`config.mk`:
```
export PLATFORM = sky130hd
export DESIGN_NAME = dcsr_regs
export DESIGN_NICKNAME = d
export VERILOG_FILES = /design/src/dcsr_regs.v
export VERILOG_INCLUDE_DIRS = /design/src
export SDC_FILE = /design/constraint.sdc
export NUM_CORES = 1
export LEC_CHECK = 0
export BUFFER_PORTS_ARGS = -buffer_cell sky130_fd_sc_hd__buf_2
export CORE_ASPECT_RATIO = 1.1
export CORE_MARGIN = 3
export CORE_UTILIZATION = 54
export CTS_BUF_LIST = sky130_fd_sc_hd__clkbuf_2 sky130_fd_sc_hd__clkbuf_4 sky130_fd_sc_hd__clkbuf_8
export DETAILED_ROUTE_END_ITERATION = 10
export PLACE_DENSITY = 0.73
export REMOVE_ABC_BUFFERS = 1
export SYNTH_ARGS = -nofsm -noshare
export SYNTH_HDL_FRONTEND = slang
export SYNTH_SLANG_ARGS = --single-unit
export TNS_END_PERCENT = 30
```
`constraint.sdc`:
```
create_clock -name sys_clk -period 3.1 [get_ports sys_clk]
set_clock_uncertainty 0.05 [all_clocks]
set_input_delay 0.62 -clock sys_clk [delete_from_list [all_inputs] [get_ports sys_clk]]
set_output_delay 0.62 -clock sys_clk [all_outputs]
set_load 0.01 [all_outputs]
```
`src/dcsr_map.vh`:
```
// Register offsets, field positions, reset values and timing for the bank
`ifndef DCSR_MAP_VH
`define DCSR_MAP_VH
`define DCSR_A_SLAVE      5'h01
`define DCSR_A_FRONT      5'h02
`define DCSR_A_GPIO_LVL   5'h03
`define DCSR_A_GPIO_DIR   5'h04
`define DCSR_A_ENABLES    5'h05
`define DCSR_A_POLARITY   5'h06
`define DCSR_A_DTEST      5'h07
`define DCSR_A_PSEQ       5'h08
`define DCSR_A_PDIV       5'h09
`define DCSR_A_CPVCO      5'h0A
`define DCSR_A_NDIV       5'h0B
`define DCSR_A_NSEQ       5'h0C
`define DCSR_A_LOCK       5'h0D
`define DCSR_A_CLKF       5'h0E
`define DCSR_A_POWER      5'h0F
`define DCSR_A_CMON       5'h10
`define DCSR_A_IRQ_STAT   5'h11
`define DCSR_A_LS_FIRST   5'h12
`define DCSR_A_IMPED      5'h17
`define DCSR_A_LS_POLLMAX 5'h18
`define DCSR_A_POLLCTL    5'h19
`define DCSR_A_RANGE      5'h1A
`define DCSR_A_LVOLT      5'h1B
`define DCSR_A_LCURR      5'h1C
`define DCSR_A_LSREV      5'h1D
`define DCSR_A_FAULT      5'h1E
`define DCSR_A_POLLVAL    5'h1F
`define DCSR_A_IRQ_MASK   5'h00
// Reset values
`define DCSR_RST_SLAVE    8'h00
`define DCSR_RST_FRONT    8'h00
`define DCSR_RST_GPIO     8'hF0
`define DCSR_RST_DIR      8'hF0
`define DCSR_RST_ENABLES  8'h0B
`define DCSR_RST_PSEQ     8'hDA
`define DCSR_RST_PDIV     8'hEF
`define DCSR_RST_CPVCO    8'h31
`define DCSR_RST_NDIV     8'h2A
`define DCSR_RST_NSEQ     8'h06
`define DCSR_RST_LOCK     8'h42
`define DCSR_RST_POWER    8'h2C
`define DCSR_RST_ZERO     8'h00
`define DCSR_RST_PATH     8'h01
`define DCSR_RST_LOOP     8'h01
// Writable masks of mixed host-side registers
`define DCSR_WM_GPIO_LVL  8'hF0
`define DCSR_WM_GPIO_DIR  8'hF0
`define DCSR_WM_LOCK      8'h3F
`define DCSR_WM_CLKF      8'hBF
// Poll control fields
`define DCSR_POLL_BIT     7
`define DCSR_MATCH_BIT    6
`define DCSR_IDX_HI       3
// Interrupt status bits
`define DCSR_IRQ_POLL     0
`define DCSR_IRQ_MISM     1
`define DCSR_IRQ_FAULT    2
// Line-side write spacing
`define DCSR_LS_GAP_US    300
`define DCSR_CLK_MHZ      20
`define DCSR_LS_GAP_CYC   (`DCSR_LS_GAP_US * `DCSR_CLK_MHZ)
`endif

```
`src/dcsr_regs.v`:
```
// Control and status register bank of the two-part line interface
//
// Behaviour
// - Read-only bits never change on host writes, except the match flag (cleared by a poll start) and CLKF bit 6 (follows POWER).
// - Read/write, write-only and read-only access classes.
// - Line-side registers forwarded across isolation link.
// - Multi-bit fields ordered msb first.
// - Poll fetches indexed line register, flags match.
`timescale 1ns/1ps
`include "dcsr_map.vh"

module dcsr_regs #(
  parameter [15:0] LS_GAP_CYC = `DCSR_LS_GAP_CYC,
  parameter [3:0]  HS_REV     = 4'h1,   // Arbitrary value
  parameter [3:0]  LS_REV     = 4'h2    // Arbitrary value
) (
  // Clock and reset
  input  wire       sys_clk,
  input  wire       sys_rst,
  input  wire       clk_en,
  // Register port
  input  wire [4:0] reg_addr,
  input  wire [7:0] reg_wdata,
  input  wire       reg_wr,
  input  wire       reg_rd,
  output reg  [7:0] reg_rdata,
  // Host-side status inputs from pins
  input  wire [3:0] gpio_in,
  input  wire [3:0] line_status_in,
  input  wire       pll_lock_in,
  input  wire       barrier_sync_in,
  // Line-side link: forward of writes and fetches
  output reg        ls_wr_stb,
  output reg        ls_rd_stb,
  output reg  [4:0] ls_addr,
  output reg  [7:0] ls_wdata,
  input  wire [7:0] ls_rdata,
  input  wire       ls_rdata_vld,
  input  wire [7:0] ls_range_in,
  input  wire [6:0] ls_volt_in,
  input  wire [6:0] ls_curr_in,
  input  wire [4:0] ls_fault_in,
  // Status
  output reg        ls_busy,
  output reg        irq
);

  // ----------------------------------------------------------------
  // Input synchronisers
  // ----------------------------------------------------------------
  reg  [9:0] sync1_r;
  reg  [9:0] sync2_r;
  wire [3:0] gpio_s    = sync2_r[3:0];
  wire [3:0] lstat_s   = sync2_r[7:4];
  wire       lock_s    = sync2_r[8];
  wire       bsync_s   = sync2_r[9];

  always @(posedge sys_clk) begin
    if (sys_rst) begin
      sync1_r <= 10'h000;
      sync2_r <= 10'h000;
    end else if (clk_en) begin
      sync1_r <= {barrier_sync_in, pll_lock_in, line_status_in, gpio_in};
      sync2_r <= sync1_r;
    end
  end

  // ----------------------------------------------------------------
  // Decode helpers
  // ----------------------------------------------------------------
  function is_line_side;
    input [4:0] a;
    begin
      is_line_side = (a >= `DCSR_A_LS_FIRST);
    end
  endfunction

  // Line-side registers a host write is forwarded to
  function is_ls_writable;
    input [4:0] a;
    begin
      is_ls_writable = (a >= `DCSR_A_LS_FIRST) && (a <= `DCSR_A_POLLCTL);
    end
  endfunction

  // Merge a write into a register leaving read-only bits untouched
  function [7:0] merge_wr;
    input [7:0] old_v;
    input [7:0] new_v;
    input [7:0] wmask;
    begin
      merge_wr = (new_v & wmask) | (old_v & ~wmask);
    end
  endfunction

  wire wr_ok = clk_en && reg_wr;
  wire rd_ok = clk_en && reg_rd;

  // ----------------------------------------------------------------
  // Host-side read/write registers
  // ----------------------------------------------------------------
  reg [7:0] slave_r, front_r, gpio_lvl_r, gpio_dir_r, ena_r, pol_r;
  reg [7:0] dtest_r, pseq_r, pdiv_r, cpvco_r, ndiv_r, nseq_r;
  reg [7:0] lock_r, clkf_r, power_r, cmon_r;
  reg [2:0] irq_mask_r;
  reg [2:0] irq_stat_r;

  always @(posedge sys_clk) begin
    if (sys_rst) begin
      slave_r    <= `DCSR_RST_SLAVE;
      front_r    <= `DCSR_RST_FRONT;
      gpio_lvl_r <= `DCSR_RST_GPIO;
      gpio_dir_r <= `DCSR_RST_DIR;
      ena_r      <= `DCSR_RST_ENABLES;
      pol_r      <= `DCSR_RST_ZERO;
      dtest_r    <= `DCSR_RST_ZERO;
      pseq_r     <= `DCSR_RST_PSEQ;
      pdiv_r     <= `DCSR_RST_PDIV;
      cpvco_r    <= `DCSR_RST_CPVCO;
      ndiv_r     <= `DCSR_RST_NDIV;
      nseq_r     <= `DCSR_RST_NSEQ;
      lock_r     <= `DCSR_RST_LOCK;
      clkf_r     <= `DCSR_RST_ZERO;
      power_r    <= `DCSR_RST_POWER;
      cmon_r     <= `DCSR_RST_ZERO;
      irq_mask_r <= 3'h0;
    end else if (wr_ok) begin
      case (reg_addr)
        `DCSR_A_SLAVE:    slave_r    <= reg_wdata;
        `DCSR_A_FRONT:    front_r    <= reg_wdata;
        `DCSR_A_GPIO_LVL: gpio_lvl_r <= merge_wr(gpio_lvl_r, reg_wdata,
                                        `DCSR_WM_GPIO_LVL);
        `DCSR_A_GPIO_DIR: gpio_dir_r <= merge_wr(gpio_dir_r, reg_wdata,
                                        `DCSR_WM_GPIO_DIR);
        `DCSR_A_ENABLES:  ena_r      <= reg_wdata;
        `DCSR_A_POLARITY: pol_r      <= reg_wdata;
        `DCSR_A_DTEST:    dtest_r    <= reg_wdata;
        `DCSR_A_PSEQ:     pseq_r     <= reg_wdata;
        `DCSR_A_PDIV:     pdiv_r     <= reg_wdata;
        `DCSR_A_CPVCO:    cpvco_r    <= reg_wdata;
        `DCSR_A_NDIV:     ndiv_r     <= reg_wdata;
        `DCSR_A_NSEQ:     nseq_r     <= reg_wdata;
        `DCSR_A_LOCK:     lock_r     <= merge_wr(lock_r, reg_wdata,
                                        `DCSR_WM_LOCK);
        `DCSR_A_CLKF:     clkf_r     <= merge_wr(clkf_r, reg_wdata,
                                        `DCSR_WM_CLKF);
        `DCSR_A_POWER:    power_r    <= reg_wdata;
        `DCSR_A_CMON:     cmon_r     <= reg_wdata;
        `DCSR_A_IRQ_MASK: irq_mask_r <= reg_wdata[2:0];
        default: ;
      endcase
    end
  end

  // ----------------------------------------------------------------
  // Host-side copies of the line-side registers
  // ----------------------------------------------------------------
  // Write-only values are kept here so the poll can compare against them
  reg [7:0] ls_copy_r [0:7];
  genvar gi;
  generate
    for (gi = 0; gi < 8; gi = gi + 1) begin : g_copy
      localparam [4:0] A = `DCSR_A_LS_FIRST + gi;
      always @(posedge sys_clk) begin
        if (sys_rst)
          ls_copy_r[gi] <= (A == 5'h16 || A == 5'h18) ? `DCSR_RST_PATH
                                                      : `DCSR_RST_ZERO;
        else if (wr_ok && reg_addr == A && !ls_busy)
          ls_copy_r[gi] <= reg_wdata;
      end
    end
  endgenerate

  // ----------------------------------------------------------------
  // Line-side forwarding and write pacing
  // ----------------------------------------------------------------
  // Writes arriving while the link is paced out are dropped, protecting
  // the line side from a host that ignores the spacing
  reg [15:0] gap_cnt_r;
  reg        poll_pend_r;
  reg        poll_wait_r;
  reg [3:0]  poll_idx_r;
  reg        match_r;
  reg [7:0]  pollval_r;

  wire ls_wr_go = wr_ok && is_ls_writable(reg_addr) && !ls_busy;
  wire poll_go  = ls_wr_go && reg_addr == `DCSR_A_POLLCTL &&
                  reg_wdata[`DCSR_POLL_BIT];
  wire [3:0] idx_w = reg_wdata[`DCSR_IDX_HI:0];
  wire [2:0] cmp_i = poll_idx_r[2:0];
  wire ev_match    = poll_wait_r && ls_rdata_vld &&
                     ls_rdata == ls_copy_r[cmp_i];
  wire ev_mism     = poll_wait_r && ls_rdata_vld && !ev_match;

  always @(posedge sys_clk) begin
    if (sys_rst) begin
      gap_cnt_r   <= 16'h0000;
      ls_busy     <= 1'b0;
      ls_wr_stb   <= 1'b0;
      ls_rd_stb   <= 1'b0;
      ls_addr     <= 5'h00;
      ls_wdata    <= 8'h00;
      poll_pend_r <= 1'b0;
      poll_wait_r <= 1'b0;
      poll_idx_r  <= 4'h0;
      match_r     <= 1'b0;
      pollval_r   <= 8'h00;
    end else if (clk_en) begin
      ls_wr_stb <= 1'b0;
      ls_rd_stb <= 1'b0;
      if (ls_wr_go) begin
        ls_wr_stb <= 1'b1;
        ls_addr   <= reg_addr;
        ls_wdata  <= reg_wdata;
        gap_cnt_r <= LS_GAP_CYC - 16'h0001;
        ls_busy   <= 1'b1;
      end else if (gap_cnt_r != 16'h0000) begin
        gap_cnt_r <= gap_cnt_r - 16'h0001;
      end else begin
        ls_busy <= 1'b0;
      end
      if (poll_go) begin
        poll_pend_r <= 1'b1;
        poll_idx_r  <= idx_w;
        match_r     <= 1'b0;
      end else if (poll_pend_r) begin
        poll_pend_r <= 1'b0;
        poll_wait_r <= 1'b1;
        ls_rd_stb   <= 1'b1;
        ls_addr     <= `DCSR_A_LS_FIRST + {1'b0, poll_idx_r};
      end else if (poll_wait_r && ls_rdata_vld) begin
        poll_wait_r <= 1'b0;
        pollval_r   <= ls_rdata;
        match_r     <= ev_match;
      end
    end
  end

  // ----------------------------------------------------------------
  // Interrupt status, write one to clear, set wins
  // ----------------------------------------------------------------
  reg        fault_any_r;
  wire       fault_now = |ls_fault_in;
  wire [2:0] ev_w = {fault_now & ~fault_any_r, ev_mism, ev_match};

  always @(posedge sys_clk) begin
    if (sys_rst) begin
      irq_stat_r  <= 3'h0;
      fault_any_r <= 1'b0;
      irq         <= 1'b0;
    end else if (clk_en) begin
      fault_any_r <= fault_now;
      irq_stat_r  <= (irq_stat_r &
                      ~((wr_ok && reg_addr == `DCSR_A_IRQ_STAT) ?
                        reg_wdata[2:0] : 3'h0)) | ev_w;
      irq         <= |(irq_stat_r & irq_mask_r);
    end
  end

  // ----------------------------------------------------------------
  // Read path, data one cycle after the strobe
  // ----------------------------------------------------------------
  reg [7:0] rd_v;
  always @* begin
    rd_v = 8'h00;
    case (reg_addr)
      `DCSR_A_SLAVE:    rd_v = slave_r;
      `DCSR_A_FRONT:    rd_v = front_r;
      `DCSR_A_GPIO_LVL: rd_v = {gpio_s, lstat_s};
      `DCSR_A_GPIO_DIR: rd_v = {gpio_dir_r[7:4], HS_REV};
      `DCSR_A_ENABLES:  rd_v = ena_r;
      `DCSR_A_POLARITY: rd_v = pol_r;
      `DCSR_A_DTEST:    rd_v = dtest_r;
      `DCSR_A_PSEQ:     rd_v = pseq_r;
      `DCSR_A_PDIV:     rd_v = pdiv_r;
      `DCSR_A_CPVCO:    rd_v = cpvco_r;
      `DCSR_A_NDIV:     rd_v = ndiv_r;
      `DCSR_A_NSEQ:     rd_v = nseq_r;
      `DCSR_A_LOCK:     rd_v = {lock_s, bsync_s, lock_r[5:0]};
      `DCSR_A_CLKF:     rd_v = {clkf_r[7], power_r[6], clkf_r[5:0]};
      `DCSR_A_POWER:    rd_v = power_r;
      `DCSR_A_CMON:     rd_v = cmon_r;
      `DCSR_A_IRQ_STAT: rd_v = {5'h00, irq_stat_r};
      `DCSR_A_IRQ_MASK: rd_v = {5'h00, irq_mask_r};
      // Read/write line-side registers answer from the host-side copy
      `DCSR_A_IMPED:      rd_v = ls_copy_r[5];
      `DCSR_A_LS_POLLMAX: rd_v = ls_copy_r[6];
      `DCSR_A_POLLCTL:  rd_v = {1'b0, match_r, ls_copy_r[7][5:0]};
      `DCSR_A_RANGE:    rd_v = ls_range_in;
      `DCSR_A_LVOLT:    rd_v = {ls_volt_in, 1'b0};
      `DCSR_A_LCURR:    rd_v = {ls_curr_in, 1'b0};
      `DCSR_A_LSREV:    rd_v = {LS_REV, 4'h0};
      `DCSR_A_FAULT:    rd_v = {ls_fault_in, 3'h0};
      `DCSR_A_POLLVAL:  rd_v = pollval_r;
      default:          rd_v = 8'h00; // Write-only and unmapped read zero
    endcase
  end

  always @(posedge sys_clk) begin
    if (sys_rst)
      reg_rdata <= 8'h00;
    else if (rd_ok)
      reg_rdata <= rd_v;
  end

endmodule // dcsr_regs

```
==> results_dict.tcl <==
set metrics [dict create \
    final_slew_viol_count 0 \
    period_needed_ps 2710 \
    worstMarginPinSlew_ps 822 \
    required_ps 3490 \
    area.growth.synth_to_final_pct 15.1 \
    power_density_over_cell_area_nw_per_um2 562 \
    met1_usage 0.466 \
    die_w_um 149 \
    drt_drc_violations_left 0 \
    nNetsFinal 1477 \
    worstPathArrival_ps 3100 \
    dominantRegCellSynth "dfxtp_1" \
    core.rowCount 57 \
    post_cts_resize_count 0 \
    synth_seq_area_share 0.485 \
    cts_root_buffer "clkbuf_8" \
    io_pins 89 \
    synth_area_um2 12200 \
    ir_drop_uv 521 \
    post-route-period-util 0.875 \
    cts_inserted_buffers 42 \
    status "finished, final reports clean" \
    hold_violations 0 \
    max_stage_delay_ps 680 \
    power.static_leakage_nw 5.62 \
    timing.critical_path.max_delay_family "compound AO/OA/AOI/OAI gates" \
    place.port_buffers 88 \
    die-height_um 164 \
    crit_path_max_fanout 9 \
    synthesis.instances 1309 \
    antenna_violations_before_repair 0 \
    max_clock_freq_mhz 369 \
    synth-edff-count 64 \
    synth_top_area_cell "dfxtp_1" \
    pin_count_of_the_biggest_net_entering_global_routing 159 \
    post_route_cells_drive_above_1_share 0.181 \
    cell_variety_after_synth 70 \
    synth.top_cells.by_area "dfxtp_1 33%, edfxtp_1 16%, mux2i_1 9.8%" \
    vias 10500 \
    crit_path_cell_trace "buf_4 -> and2b_1 -> a22oi_1 -> a21o_1 -> a211o_1 -> or4_1 -> a32o_1" \
    finalPower_mw 7.89 \
    detailedRoute.firstPassIterationCount 6 \
    post-synth-top-area-fraction 0.327 \
    gp_routability_congestion 0.997 \
    max-clock-path-buffers 3 \
    clock_insertion_delay_worst_skew_ps 540 \
    timing_worst_setup_path_type "reg -> reg" \
    cts-hold-fix-buffers 0 \
    max_cap_violations 0 \
    gr-usage-met2 0.518 \
    timing.slew.headroom 0.452 \
    top_usage_layer "met2" \
    placeableCoreArea_um2 22100 \
    synthesis.area_per_instance_um2 9.31 \
    cts_sinks 263 \
    synth-seq-cells 263 \
    critical_path.startpoint_type "register" \
    grt_setup_unrepaired "false" \
    path_buf_inv 1 \
    first_pass_grt_wire_length_um 61700 \
    cts.reportedPaths.clkPinSlew_ps 60 \
    ctsHtreeMaxLevel 2 \
    initial_core_util 0.551 \
    gr-usage-met3 0.0613 \
    initialDrtViolationCount 1046 \
    setup_violations 0 \
    routed_wirelength_um 41200 \
    grt_pass1_vias 10000 \
    detailed_place_hpwl_um 28600 \
    worst_path_max_delay_cell "or4_1" \
    fp.dieArea_um2 24400 \
    wire_per_inst_um 23.8 \
    synth-async-reset-ratio 0 \
    grtUsageTotal 0.334 \
    detail_route.vias_per_cell 6.08 \
    yosysWarningCount 0 \
    grt_overflow 0 \
    ant_diodes 0 \
    post-cts-setup-buffers 0 \
    hold_ws_ps 260 \
    antenna_violating_nets_post_route 0 \
    endpoint_kind "register" \
    cts_tree "built" \
    hold_class "in -> reg" \
]
## sequential cells by signal (all words and copies together), names as in the netlist, 7 cells and up, named ones only
| name | count |
|---|---|
| reg_rdata | 8 |
| pol_r | 8 |
| clkf_r | 7 |
| ena_r | 8 |
| dtest_r | 8 |
| pdiv_r | 8 |
| ndiv_r | 8 |
| gap_cnt_r | 16 |
| pollval_r | 8 |
| sync1_r | 10 |
| slave_r | 8 |
| front_r | 8 |
| ls_wdata | 8 |
| nseq_r | 8 |
| cmon_r | 8 |
| sync2_r | 10 |
| pseq_r | 8 |
| power_r | 8 |
| ls_copy_r | 64 |
| cpvco_r | 8 |
## worst min-delay path, delay by kind of cell
kind	cells	cell delay (ps)
buffers and inverters	1	70
multiplexers	1	50
AND/OR/NAND/NOR	1	70
## placed cells by master, fill, tap and decap left out, types with 26 or more instances in the layout
cell type / n
dfxtp_1: 199
nand2_1: 186
nor2_1: 126
mux2i_1: 119
buf_2: 87
nand3_1: 80
a21oi_1: 79
and2_1: 72
buf_4: 70
edfxtp_1: 64
clkbuf_8: 49
a22oi_1: 26
## final cells by class
class	instances	area, um^2
clock buffers	59	749
flip-flops and latches	263	5910
inverters	5	18.8
clock inverters	12	92.6
multi-input cells	938	5860
well taps	295	369
repair buffers	161	1040
fillers	1888	8080
## power breakdown
part           leakage (nW)  internal, mW  total (mW)  switching (mW)
clock                 0.438          1.64        3.03            1.39
combinational          2.94         0.409        1.06           0.649
sequential             2.24          3.67        3.80           0.132
total                  5.62          5.72        7.89            2.17
## cells in the mapped netlist (4+ instances only)
cell,number
nand2_1,186
or4_1,7
nand4_1,21
nor4_1,4
nand2b_1,7
and2_1,72
a32o_1,5
xnor2_1,6
nor2_1,127
clkbuf_1,84
dfxtp_1,199
nor2b_1,7
and3_1,20
a31oi_1,4
buf_2,6
mux2_2,10
mux2i_1,119
mux4_2,9
inv_1,4
a211oi_1,6
a32oi_1,22
o21ai_0,11
buf_1,9
nor3b_1,6
nand3b_1,10
nand3_1,80
or3_1,6
edfxtp_1,64
a22oi_1,26
o31ai_1,10
xor2_1,10
a21oi_1,79
nor3_1,15
## path summary, 6_finish.rpt
| path | start | endpoint | cells past startpoint | slack, ps |
|---|---|---|---|---|
| setup / recovery | register | irq_stat_r[1] | 7 | 390 |
| hold / removal | gpio_in[2] | sync1_r[2] | 3 | 260 |
| setup reg to reg | register | irq_stat_r[1] | 7 | 390 |
| hold reg to reg | ls_wdata[1] | ls_wdata[1] | 2 | 400 |
## cell families (layout without fill, tap and decap cells)
kind of cell	after synthesis	count (layout)	synth area share
mux	138	138	0.124
flops	263	263	0.484
simple gates	588	588	0.236
fa+ha+maj	2	2	0.00205
compound gates	194	194	0.107
buf+inv	108	237	0.0352
xor+xnor	16	16	0.0115
## layer usage
metal	part of all wire	up-vias
met5	0	-
met4	0.040	0
met3	0.085	103
met2	0.45	506
met1	0.42	5042
li1	-	4886
## through the flow
stage	util	worst slack [ps]	cell area, um^2	instances	TNS, ps
floorplan	-	209	11800	1206	0
global placement	0.597	-16.7	13200	1662	-16.7
detailed placement	0.597	-75.7	13200	1662	-75.7
CTS	0.635	407	14000	1733	0
global route	0.635	289	14000	1733	0
finish	0.635	389	14000	1733	0
Note: power is estimated with default switching activity, not from simulation.
